File: src/core/cmd_timing_pkg.sv
// Constants, field layout and command encoding for the memory command timing block.
// Assumes an APB slave at 32-bit data; one pclk edge counts as one command or memory clock.
//
// Contract
// - A write then a read to a different row are spaced 3 clocks, or 2 when bit 29 is set.
// - A write then a read to the same row wait for the write-to-read recovery time instead.
// - A read then a write to any row are spaced 5 clocks, or 4 when bit 28 is set.
// - Two reads to different rows are spaced 4 clocks, or 3 when bit 27 is set.
// - Read-delay code 000/001/010 schedules read return 7/6/5 clocks after capture.
// - Activate-to-precharge code 00/01/10 gives at least 7/6/5 clocks.
// - Read latency code 00/01/10 means 2.5/2/1.5 clocks from read command to data.
// - Activate to write takes 3 clocks, or 2 when bit 3 is set.
// - Activate to read takes 3 clocks, or 2 when bit 1 is set.
// - Precharge to activate of the same row takes 3 clocks, or 2 when bit 0 is set.
// - After reset the timing register holds 0x00000010.
package cmd_timing_pkg;

  // ---------------------------------------------------------------------------
  // Register map
  // ---------------------------------------------------------------------------
  localparam logic [11:0] TIMING_OFFSET   = 12'h078;
  localparam logic [31:0] TIMING_RESET    = 32'h0000_0010;
  localparam logic [31:0] TIMING_WR_MASK  = 32'h3F00_063B;

  // ---------------------------------------------------------------------------
  // Field positions
  // ---------------------------------------------------------------------------
  localparam int WR_RD_FAST_BIT   = 29;
  localparam int RD_WR_FAST_BIT   = 28;
  localparam int RD_RD_FAST_BIT   = 27;
  localparam int RD_DELAY_LSB     = 24;
  localparam int ACT_PRE_LSB      = 9;
  localparam int LATENCY_LSB      = 4;
  localparam int ACT_WR_FAST_BIT  = 3;
  localparam int ACT_RD_FAST_BIT  = 1;
  localparam int PRE_ACT_FAST_BIT = 0;

  // ---------------------------------------------------------------------------
  // Spacing counts in clocks, read latency values in half clocks
  // ---------------------------------------------------------------------------
  localparam int          CNT_W       = 4;
  localparam logic [3:0]  CNT_MAX     = 4'hF;
  localparam logic [3:0]  WR_RD_SLOW  = 4'h3;
  localparam logic [3:0]  WR_RD_FAST  = 4'h2;
  localparam logic [3:0]  RD_WR_SLOW  = 4'h5;
  localparam logic [3:0]  RD_WR_FAST  = 4'h4;
  localparam logic [3:0]  RD_RD_SLOW  = 4'h4;
  localparam logic [3:0]  RD_RD_FAST  = 4'h3;
  localparam logic [3:0]  RCD_SLOW    = 4'h3;
  localparam logic [3:0]  RCD_FAST    = 4'h2;
  localparam logic [3:0]  RP_SLOW     = 4'h3;
  localparam logic [3:0]  RP_FAST     = 4'h2;
  localparam logic [3:0]  ACT_PRE_7   = 4'h7;
  localparam logic [3:0]  ACT_PRE_6   = 4'h6;
  localparam logic [3:0]  ACT_PRE_5   = 4'h5;
  localparam int          RET_DEPTH   = 6;
  localparam logic [2:0]  LAT_HALF_25 = 3'h5;
  localparam logic [2:0]  LAT_HALF_20 = 3'h4;
  localparam logic [2:0]  LAT_HALF_15 = 3'h3;
  localparam logic [2:0]  LAT_RESET   = 3'h4;

  // ---------------------------------------------------------------------------
  // Command kinds
  // ---------------------------------------------------------------------------
  typedef enum logic [1:0] {
    OP_ACT,
    OP_PRE,
    OP_RD,
    OP_WR
  } cmd_op_e;

endpackage : cmd_timing_pkg

File: src/core/dram_command_timing_control.sv
// Memory command spacing and read-return scheduling with its APB timing register.
// Assumes a requester that holds cmd_req with op and row until cmd_ack, and a
// synchronous APB master on pclk.
//
// The APB slave port was decided locally.
`timescale 1ns/10ps
module dram_command_timing_control #(
  parameter int         ROWS      = 8,
  parameter int         ROW_W     = 3,
  parameter logic [3:0] WTR_COUNT = 4'h2
) (
  // Clock and reset
  input  wire logic                        pclk,
  input  wire logic                        presetn,
  // APB slave
  input  wire logic                        psel,
  input  wire logic                        penable,
  input  wire logic                        pwrite,
  input  wire logic [11:0]                 paddr,
  input  wire logic [31:0]                 pwdata,
  output      logic [31:0]                 prdata,
  output      logic                        pready,
  output      logic                        pslverr,
  // Command request from the scheduler
  input  wire logic                        cmd_req,
  input  wire cmd_timing_pkg::cmd_op_e     cmd_op,
  input  wire logic [ROW_W-1:0]            cmd_row,
  output      logic                        cmd_ack,
  // Command issued to the memory channel
  output      logic                        mem_cmd_valid,
  output      cmd_timing_pkg::cmd_op_e     mem_cmd_op,
  output      logic [ROW_W-1:0]            mem_cmd_row,
  // Read return scheduling
  input  wire logic                        rd_capture,
  output      logic                        rd_return,
  // Read latency in half clocks
  output      logic [2:0]                  read_latency_half
);
  import cmd_timing_pkg::*;

  // ---------------------------------------------------------------------------
  // Declarations
  // ---------------------------------------------------------------------------
  logic [31:0]           timing_q;
  logic                  pready_q;
  logic                  pslverr_q;
  logic [31:0]           prdata_q;
  logic                  issue_q;
  cmd_op_e               op_q;
  logic [ROW_W-1:0]      row_q;
  logic [CNT_W-1:0]      since_wr_q;
  logic [CNT_W-1:0]      since_rd_q;
  logic [ROW_W-1:0]      wr_row_q;
  logic [ROW_W-1:0]      rd_row_q;
  logic [CNT_W-1:0]      since_act_q [ROWS];
  logic [CNT_W-1:0]      since_pre_q [ROWS];
  logic [ROWS-1:0]       open_q;
  logic [RET_DEPTH-1:0]  ret_sr_q;
  logic                  rd_return_q;
  logic [2:0]            lat_q;
  logic                  hit;
  logic                  wr_access;
  logic [3:0]            wr_rd_gap;
  logic [3:0]            rd_wr_gap;
  logic [3:0]            rd_rd_gap;
  logic [3:0]            rcd_wr;
  logic [3:0]            rcd_rd;
  logic [3:0]            rp_gap;
  logic [3:0]            act_pre_gap;
  logic [2:0]            ret_tap;
  logic                  allow;
  logic                  issue_now;

  // ---------------------------------------------------------------------------
  // APB slave
  // ---------------------------------------------------------------------------

  // Decode and write strobe at the completing access edge
  assign hit       = (paddr == TIMING_OFFSET);
  assign wr_access = psel & penable & pready_q & pwrite & hit;

  // Zero wait state answer, error on unmapped address
  always_ff @(posedge pclk or negedge presetn) begin
    if (!presetn) begin
      pready_q  <= 1'b0;
      pslverr_q <= 1'b0;
      prdata_q  <= 32'h0000_0000;
    end else begin
      pready_q  <= psel & ~penable;
      pslverr_q <= psel & ~penable & ~hit;
      if (psel && !penable) begin
        prdata_q <= (hit && !pwrite) ? timing_q : 32'h0000_0000;
      end
    end
  end

  // Timing register, reserved bits held at zero
  always_ff @(posedge pclk or negedge presetn) begin
    if (!presetn) begin
      timing_q <= TIMING_RESET;
    end else if (wr_access) begin
      timing_q <= pwdata & TIMING_WR_MASK;
    end
  end

  // ---------------------------------------------------------------------------
  // Field decode
  // ---------------------------------------------------------------------------

  // Turnaround and delay selections
  assign wr_rd_gap = timing_q[WR_RD_FAST_BIT]   ? WR_RD_FAST : WR_RD_SLOW;
  assign rd_wr_gap = timing_q[RD_WR_FAST_BIT]   ? RD_WR_FAST : RD_WR_SLOW;
  assign rd_rd_gap = timing_q[RD_RD_FAST_BIT]   ? RD_RD_FAST : RD_RD_SLOW;
  assign rcd_wr    = timing_q[ACT_WR_FAST_BIT]  ? RCD_FAST   : RCD_SLOW;
  assign rcd_rd    = timing_q[ACT_RD_FAST_BIT]  ? RCD_FAST   : RCD_SLOW;
  assign rp_gap    = timing_q[PRE_ACT_FAST_BIT] ? RP_FAST    : RP_SLOW;

  // Activate-to-precharge, reserved code falls back to slowest
  always_comb begin
    case (timing_q[ACT_PRE_LSB +: 2])
      2'h1:    act_pre_gap = ACT_PRE_6;
      2'h2:    act_pre_gap = ACT_PRE_5;
      default: act_pre_gap = ACT_PRE_7;
    endcase
  end

  // Return tap: delay of d clocks reads shift stage d-2
  always_comb begin
    case (timing_q[RD_DELAY_LSB +: 3])
      3'h1:    ret_tap = 3'h4;
      3'h2:    ret_tap = 3'h3;
      default: ret_tap = 3'h5;
    endcase
  end

  // ---------------------------------------------------------------------------
  // Command admission
  // ---------------------------------------------------------------------------

  // Check the request against every spacing that applies to it
  always_comb begin
    allow = 1'b0;
    case (cmd_op)
      OP_ACT: begin
        allow = !open_q[cmd_row] && (since_pre_q[cmd_row] >= rp_gap);
      end
      OP_PRE: begin
        allow = open_q[cmd_row] && (since_act_q[cmd_row] >= act_pre_gap);
      end
      OP_RD: begin
        allow = open_q[cmd_row] && (since_act_q[cmd_row] >= rcd_rd);
        if (wr_row_q == cmd_row) begin
          allow = allow && (since_wr_q >= WTR_COUNT);
        end else begin
          allow = allow && (since_wr_q >= wr_rd_gap);
        end
        if (rd_row_q != cmd_row) begin
          allow = allow && (since_rd_q >= rd_rd_gap);
        end
      end
      OP_WR: begin
        allow = open_q[cmd_row] && (since_act_q[cmd_row] >= rcd_wr)
                && (since_rd_q >= rd_wr_gap);
      end
      default: allow = 1'b0;
    endcase
  end

  // The cycle after an issue is skipped so a held request is not taken twice
  assign issue_now = cmd_req & allow & ~issue_q;

  // Issued command register
  always_ff @(posedge pclk or negedge presetn) begin
    if (!presetn) begin
      issue_q <= 1'b0;
      op_q    <= OP_ACT;
      row_q   <= '0;
    end else begin
      issue_q <= issue_now;
      if (issue_now) begin
        op_q  <= cmd_op;
        row_q <= cmd_row;
      end
    end
  end

  // ---------------------------------------------------------------------------
  // Spacing counters
  // ---------------------------------------------------------------------------

  // Clocks since the last write, with its row
  always_ff @(posedge pclk or negedge presetn) begin
    if (!presetn) begin
      since_wr_q <= CNT_MAX;
      wr_row_q   <= '0;
    end else if (issue_now && cmd_op == OP_WR) begin
      since_wr_q <= 4'h1;
      wr_row_q   <= cmd_row;
    end else if (since_wr_q != CNT_MAX) begin
      since_wr_q <= since_wr_q + 4'h1;
    end
  end

  // Clocks since the last read, with its row
  always_ff @(posedge pclk or negedge presetn) begin
    if (!presetn) begin
      since_rd_q <= CNT_MAX;
      rd_row_q   <= '0;
    end else if (issue_now && cmd_op == OP_RD) begin
      since_rd_q <= 4'h1;
      rd_row_q   <= cmd_row;
    end else if (since_rd_q != CNT_MAX) begin
      since_rd_q <= since_rd_q + 4'h1;
    end
  end

  // Per-row activate and precharge age and open state
  for (genvar r = 0; r < ROWS; r++) begin : g_row
    logic sel;
    assign sel = issue_now && (cmd_row == ROW_W'(r));

    always_ff @(posedge pclk or negedge presetn) begin
      if (!presetn) begin
        since_act_q[r] <= CNT_MAX;
        since_pre_q[r] <= CNT_MAX;
        open_q[r]      <= 1'b0;
      end else begin
        if (sel && cmd_op == OP_ACT) begin
          since_act_q[r] <= 4'h1;
          open_q[r]      <= 1'b1;
        end else if (since_act_q[r] != CNT_MAX) begin
          since_act_q[r] <= since_act_q[r] + 4'h1;
        end
        if (sel && cmd_op == OP_PRE) begin
          since_pre_q[r] <= 4'h1;
          open_q[r]      <= 1'b0;
        end else if (since_pre_q[r] != CNT_MAX) begin
          since_pre_q[r] <= since_pre_q[r] + 4'h1;
        end
      end
    end
  end

  // ---------------------------------------------------------------------------
  // Read return and latency
  // ---------------------------------------------------------------------------

  // Captured reads walk the shift register until their delay is reached
  always_ff @(posedge pclk or negedge presetn) begin
    if (!presetn) begin
      ret_sr_q    <= '0;
      rd_return_q <= 1'b0;
    end else begin
      ret_sr_q    <= {ret_sr_q[RET_DEPTH-2:0], rd_capture};
      rd_return_q <= ret_sr_q[ret_tap];
    end
  end

  // Read latency in half clocks, reserved code shown as the slowest
  always_ff @(posedge pclk or negedge presetn) begin
    if (!presetn) begin
      lat_q <= LAT_RESET;
    end else begin
      case (timing_q[LATENCY_LSB +: 2])
        2'h0:    lat_q <= LAT_HALF_25;
        2'h1:    lat_q <= LAT_HALF_20;
        2'h2:    lat_q <= LAT_HALF_15;
        default: lat_q <= LAT_HALF_25;
      endcase
    end
  end

  // ---------------------------------------------------------------------------
  // Outputs
  // ---------------------------------------------------------------------------
  assign prdata            = prdata_q;
  assign pready            = pready_q;
  assign pslverr           = pslverr_q;
  assign cmd_ack           = issue_q;
  assign mem_cmd_valid     = issue_q;
  assign mem_cmd_op        = op_q;
  assign mem_cmd_row       = row_q;
  assign rd_return         = rd_return_q;
  assign read_latency_half = lat_q;

endmodule : dram_command_timing_control

File: config.mk
export PLATFORM = sky130hd
export DESIGN_NAME = dram_command_timing_control
export DESIGN_NICKNAME = d
export VERILOG_FILES = /design/src/core/cmd_timing_pkg.sv /design/src/core/dram_command_timing_control.sv
export SDC_FILE = /design/constraint.sdc
export NUM_CORES = 1
export LEC_CHECK = 0
export ABC_AREA = 0
export BUFFER_PORTS_ARGS = -buffer_cell sky130_fd_sc_hd__clkbuf_2
export CAP_MARGIN = 10
export CORE_UTILIZATION = 40
export CTS_CLUSTER_DIAMETER = 60
export CTS_CLUSTER_SIZE = 24
export DETAILED_ROUTE_END_ITERATION = 6
export SYNTH_ARGS = -nofsm -noshare
export SYNTH_HDL_FRONTEND = slang
export SYNTH_SLANG_ARGS = --single-unit
File: constraint.sdc
create_clock -name pclk -period 2.7 [get_ports pclk]
set_input_delay 0.135 -clock pclk [delete_from_list [all_inputs] [get_ports pclk]]
set_output_delay 0.135 -clock pclk [all_outputs]
set_load 0.01 [all_outputs]
==> results of run 1 <==
## registers in the layout (all words and copies together), names as in the netlist, 4 cells and up
signal	count
since_act_q	32
since_pre_q	32
prdata	13
timing_q	13
open_q	8
ret_sr_q	6
since_rd_q	4
since_wr_q	4
## cell type report
| type | instances | area (sq um) | share of cell area [%] |
|---|---|---|---|
| multi-input combinational | 454 | 3540 | 40.4 |
| sequential | 130 | 3350 | 38.2 |
| timing repair buffer | 129 | 920 | 10.5 |
| clock buffer | 18 | 439 | 5.02 |
| tap | 225 | 282 | 3.22 |
| clock inverter | 14 | 155 | 1.77 |
| inverter | 20 | 75.1 | 0.857 |
## metal layers
metal / vias up / track usage (%) / routed length [um]
met5: - / 0 / 0
met4: 0 / 7.74 / 326
met3: 28 / 3.68 / 567
met2: 118 / 32.6 / 8370
met1: 2672 / 23.2 / 7180
li1: 2518 / - / -
## tightest hold or removal path, stage by stage
cell,delay (ns)
clkbuf_2,0.08
nor3_1,0.05
a31oi_1,0.14
## placed cells by master, fill, tap and decap left out, types with 4 or more instances in the layout
| cell type | instances |
|---|---|
| a31oi_1 | 17 |
| and2_1 | 4 |
| o211ai_1 | 4 |
| mux2_2 | 24 |
| nor2_1 | 37 |
| a21o_1 | 7 |
| dlygate4sd3_1 | 17 |
| dfrtp_1 | 56 |
| ha_1 | 29 |
| nand2b_1 | 10 |
| dfstp_2 | 74 |
| nor3_1 | 9 |
| inv_1 | 20 |
| mux4_2 | 13 |
| xor2_1 | 10 |
| nor2b_1 | 7 |
| clkbuf_2 | 61 |
| clkinv_4 | 5 |
| a221oi_1 | 9 |
| o21ai_0 | 23 |
| mux2i_1 | 25 |
| nand3b_1 | 15 |
| a21oi_1 | 35 |
| buf_4 | 44 |
| conb_1 | 19 |
| buf_12 | 4 |
| nand2_1 | 29 |
| clkbuf_16 | 17 |
| nor3b_1 | 4 |
| a21oi_2 | 4 |
| nand3_1 | 41 |
| xnor2_1 | 14 |
| mux2_4 | 4 |
| a22o_1 | 14 |
## stage by stage
stage          TNS [ns]  instances  hold slack [ns]  utilization [%]  instance area, sq um
2_1_floorplan    -0.250        652           -0.161                -                  7180
3_3_place_gp      -1.23        935            0.251             45.3                  7810
3_5_place_dp      -3.86        935            0.249             45.3                  7810
4_1_cts         -0.0356        987           0.0140             50.1                  8630
5_1_grt           -2.50        990           0.0430             50.8                  8760
6_report        -0.0335        990           0.0241             50.8                  8760
## report_power, final
group | leakage, uW | internal [uW] | switching [uW]
Combinational | 0.00215 | 1840 | 1690
Clock | 0.000287 | 1390 | 904
Sequential | 0.00149 | 3020 | 735
Total | 0.00393 | 6250 | 3330
## path summary, 6_finish.rpt
kind,slack [ns],to,depth (start not counted)
max,-0.01,since_pre_q[31]$_DFFE_PN1P_,11
max in group asynchronous,1.51,since_pre_q[16]$_DFFE_PN1P_,3
min reg2reg,0.36,ret_sr_q[1]$_DFF_PN0_,0
max reg2reg,-0.01,since_pre_q[31]$_DFFE_PN1P_,11
min in group asynchronous,0.34,read_latency_half[1]$_DFF_PN0_,2
min,0.02,pslverr$_DFF_PN0_,3
## repair_timing
action                     in CTS  in global routing
hold buffers                   17                  0
pin swaps                       1                 10
setup endpoints to repair      22                 34
hold endpoints to repair       61                  0
buffers inserted                3                  3
resized for setup               5                 22
## cell families after synthesis
logic type	synth area share (%)
simple gates	13.2
other cells	0.0533
xor+xnor	2.99
buf+inv	5.42
mux	12.3
fa+ha+maj	5.16
compound gates	13.2
flops	47.6
==> metrics.txt, run 1 <==
Clock Pin Slew Worst Setup and Hold Paths=0.06 ns; PortBufs=62; Reg-to-Reg Start=since_rd_q[0]$_DFFE_PN1P_; vias in the first global route=5503; final estimated routing congestion in global placement=0.792; violated checks=setup timing; Area growth, synth to finish=24.5%; GRT Residual Overflow=0; P_leak=0.00393 uW; setup ws final=-0.0123 ns; area leader, netlist=dfstp_2; Max H-tree Level=4; Initial Util=40.8%; origin of the worst min-delay path=paddr[10]; ordered cell list for the critical path=inv_1 > ha_1 > nor4b_2 > nor2_1 > buf_4 > a211oi_4 > a2bb2oi_2 > o22a_4 > nor4b_4 > buf_12 > a221oi_2; final-report hold violation count=0; Worst EP arrival=3.05 ns; Post-synth EDFFs=0; worst path bufs/invs=3; layout cells sized above 1=38.0%; # fillers=1505; FF+latch count, synth=130; core area=0.0172 sq mm; post-route ant nets=0; critical path endpoint category=flip-flop; largest net degree at the start of global routing=63; CTS tree=yes; Distinct cells, synth=56; endpoints failing setup=5; hold crit path type=input pin to flip-flop; PwrDens=1090 mW/mm^2; die area=0.0181 sq mm; vias per cell=5.39; First-pass DRT Iterations=6; clock skew=0.00650 ns; Die Y=135 um; CP max FO=12; period utilisation layout=100%; synth top area cells=dfstp_2, dfrtp_1, ha_1; initial antenna violation count=0; Worst slew margin=47.7%; Yosys top cell area share=27.6%; All-Layer GR Usage=18.9%; detailed-route via count=5336; total of max-cap violations=0; Seq/Total Area, Yosys=47.6%; RSZ-0062 raised after global routing=true; outcome=complete, but fails checks; worst setup path start=since_rd_q[0]$_DFFE_PN1P_; ant diodes=0; critical path class=flip-flop to flip-flop; Final Slew Violations=0; DRC viols=0; nets=837; Top delay family on crit path=compound AO/OA/AOI/OAI gates; first-pass GRT wire length=26900 um; total clock sinks=130; maximum VDD drop=475 uV; post-DP HPWL=11800 um; synthesized area=0.00704 sq mm; row cnt=48; WL/cell=16.6 um; Critical Path Slowest Stage Cell=dfstp_2; Slew @ Worst Pin=0.785 ns; IO Pins=101; top cells by count, synth=dfstp_2, dfrtp_1, nand3_1, a21oi_1, nor2_1; CP max stage delay=0.58 ns; syn avg cell area=11.1 sq um; required time of the critical path=3.04 ns; most numerous cell in the Yosys netlist=dfstp_2; fmax=369 MHz; Final Power=9580 uW; Yosys warnings=0; WL final=16400 um; cell at the root of the clock tree=clkbuf_16; asr flop ratio synth=100%; Top FF cell, synth=dfstp_2; DR iter-0 viols=220; fin crit period=2.71 ns; Num CTS Buffers=17; Post-Syn Instances=634; pre-CTS setup slack=-0.251 ns; Bufs on Longest Clock Path=2; startpoint type of the worst setup path=flip-flop; Die Wd=135 um; clock insertion delay at the later pin of the skew report=0.42 ns
Power figures use the tool's default switching activity.
==> inputs of run 2 (changes only) <==
--- a/config.mk
+++ b/config.mk
@@ -8,6 +8,7 @@
 export ABC_AREA = 0
 export BUFFER_PORTS_ARGS = -buffer_cell sky130_fd_sc_hd__clkbuf_2
 export CAP_MARGIN = 10
+export CORE_ASPECT_RATIO = 0.75
 export CORE_UTILIZATION = 40
 export CTS_CLUSTER_DIAMETER = 60
 export CTS_CLUSTER_SIZE = 24
==> metrics.txt, run 2 (synthesis gave the netlist of run 1 again) <==
final estimated routing congestion in global placement=0.853 (+7.7%); Bufs on Longest Clock Path=2 (unchanged); layout cells sized above 1=36.3% (-1.8 points); post-DP HPWL=11700 um (-0.96%); GRT Residual Overflow=0 (unchanged); IO Pins=101 (unchanged); CP max FO=20 (+8); P_leak=0.00386 uW (-1.8%); fin crit period=2.70 ns (-0.0139 ns); reg2reg end=since_pre_q[31]$_DFFE_PN1P_; Worst slew margin=51.9% (+4.2 points); Post-DP Area=0.00783 sq mm (+0.24%); Slew @ Worst Pin=0.722 ns (-0.0624 ns); RSZ-0062 raised after global routing=true; Num CTS Buffers=17 (unchanged); fmax=371 MHz (+0.52%); most frequent cells in the layout=dfstp_2, clkbuf_2, dfrtp_1, buf_4, nand3_1; die area=0.0181 sq mm (about the same); worst reg2reg path depth=10 (-1); DR iter-0 viols=348 (+58%); vias per cell=5.28 (-2.0%); hold crit path type=input pin to flip-flop; All-Layer GR Usage=18.9% (+0.021 points); largest net degree at the start of global routing=54 (-14%); First-pass DRT Iterations=4 (-2); startpoint type of the worst setup path=flip-flop; Clock Pin Slew Worst Setup and Hold Paths=0.06 ns (about the same); vias in the first global route=5050 (-8.2%); CP max stage delay=0.51 ns (-0.07 ns); CTS tree=yes; critical path class=flip-flop to flip-flop; Final Power=9240 uW (-3.6%); Die Y=117 um (-13%); Die Wd=155 um (+15%); Critical Path Slowest Stage Cell=mux4_2; clock skew=0.00927 ns (+0.00277 ns); initial antenna violation count=0 (unchanged); detailed-route via count=5282 (-1.0%); period utilisation layout=99.9% (-0.51 points); outcome=finished clean; biggest regs=since_act_q x32, since_pre_q x32; PwrDens=1080 mW/mm^2 (-1.6%); hold endpoint=pslverr$_DFF_PN0_; total of max-cap violations=0 (unchanged); total clock sinks=130 (unchanged); required time of the critical path=3.04 ns (about the same); ordered cell list for the critical path=mux4_2 > mux2i_4 > ha_1 > nand2b_4 > a211oi_2 > a2bb2oi_2 > o22a_4 > nor4b_4 > buf_12 > a221oi_2; critical path endpoint category=flip-flop; PortBufs=62 (unchanged); # fillers=1523 (+1.2%); cell at the root of the clock tree=clkbuf_16; WL/cell=16.2 um (-2.2%); Final Slew Violations=0 (unchanged); row cnt=41 (-15%); DRC viols=0 (unchanged); core area=0.0170 sq mm (-1.2%); WL final=16200 um (-1.2%); ant diodes=0 (unchanged); commonest non-fill, non-tap cell in the layout=dfstp_2; origin of the worst min-delay path=paddr[11]; Initial Util=41.3% (+0.49 points); Reg-to-Reg Start=since_act_q[0]$_DFFE_PN1P_; hold depth=3 (unchanged); clock insertion delay at the later pin of the skew report=0.43 ns (about the same); Max H-tree Level=4 (unchanged); Final Core Density=50.4% (-0.41 points); Area growth, synth to finish=22.0%; Worst EP arrival=3.04 ns (about the same); maximum VDD drop=491 uV (+3.2%); first-pass GRT wire length=25900 um (-3.4%); r2r setup slk=0.002 ns (about the same); nets=836 (-0.12%); final-report hold violation count=0 (unchanged); Setup TNS=0 ns (+0.0335 ns); post-route ant nets=0 (unchanged); Finished Cell Area=0.00858 sq mm (-2.0%); endpoints failing setup=0 (-5)
[run 2: cell count changes in the layout (fill, tap and decap cells not counted), moves of 3 or more]
cell,before,now
clkinvlp_4,2,5
a21oi_1,35,38
clkinv_4,5,1
buf_4,44,47
[run 2: critical path, delay by kind of cell (launching register included)]
kind                       cells  cell delay (ns)
buffers and inverters          1             0.16
DFF                            1             0.37
and+or+nand+nor                2             0.21
AOI/OAI and AO/OA              4             0.91
muxes                          2             0.69
adders and majority gates      1             0.25
[run 2: area by class of cell]
cell class	instances	area (sq um)	share of cell area [%]
Tap cell	236	295	3.44
Clock buffer	18	429	5.00
Timing Repair Buffer	128	880	10.2
Inverter	20	75.1	0.875
Clock inverter	14	105	1.22
Sequential cell	130	3350	39.0
Multi-Input combinational cell	454	3450	40.2
[run 2: stage by stage]
stage / hold WS (ns) / std cells / worst slack, ns
2_1_floorplan: -0.161 / 652 / -0.0835
3_3_place_gp: 0.221 / 950 / -0.0493
3_5_place_dp: 0.241 / 950 / -0.144
4_1_cts: 0.0256 / 1000 / -0.00373
5_1_grt: 0.0390 / 1000 / -0.0729
6_report: 0.0473 / 1000 / 0.00158
[run 2: worst max path at each step]
stage	to	from	slack, ns
finish	since_pre_q[31]$_DFFE_PN1P_	since_act_q[0]$_DFFE_PN1P_	0.002
global route	since_pre_q[31]$_DFFE_PN1P_	since_act_q[0]$_DFFE_PN1P_	-0.07
CTS	since_pre_q[31]$_DFFE_PN1P_	since_act_q[0]$_DFFE_PN1P_	-0.004
detailed placement	since_pre_q[23]$_DFFE_PN1P_	cmd_row[0]	-0.14
global placement	since_pre_q[23]$_DFFE_PN1P_	cmd_row[0]	-0.05
floorplan	mem_cmd_row[0]$_DFFE_PN0N_	cmd_row[0]	-0.08
[run 2: timing repair]
item	CTS	global route
pin swaps	2	2
hold endpoints to repair	35	0
gates resized for setup	4	2
buffers inserted	1	0
endpoints found under the setup margin	17	12
hold buffers	17	0
[run 2: report_power, final]
group	internal, uW	switching, uW
Clock	1180	906
Sequential	3030	773
Combinational	1750	1610
Total	5950	3290
[run 2: per-layer routing]
| layer | track usage (%) | up-vias | wire, um |
|---|---|---|---|
| met1 | 26.7 | 2643 | 7900 |
| met4 | 5.94 | 0 | 154 |
| met5 | 0 | - | 0 |
| met2 | 28.5 | 113 | 7310 |
| li1 | - | 2515 | - |
| met3 | 4.97 | 11 | 888 |
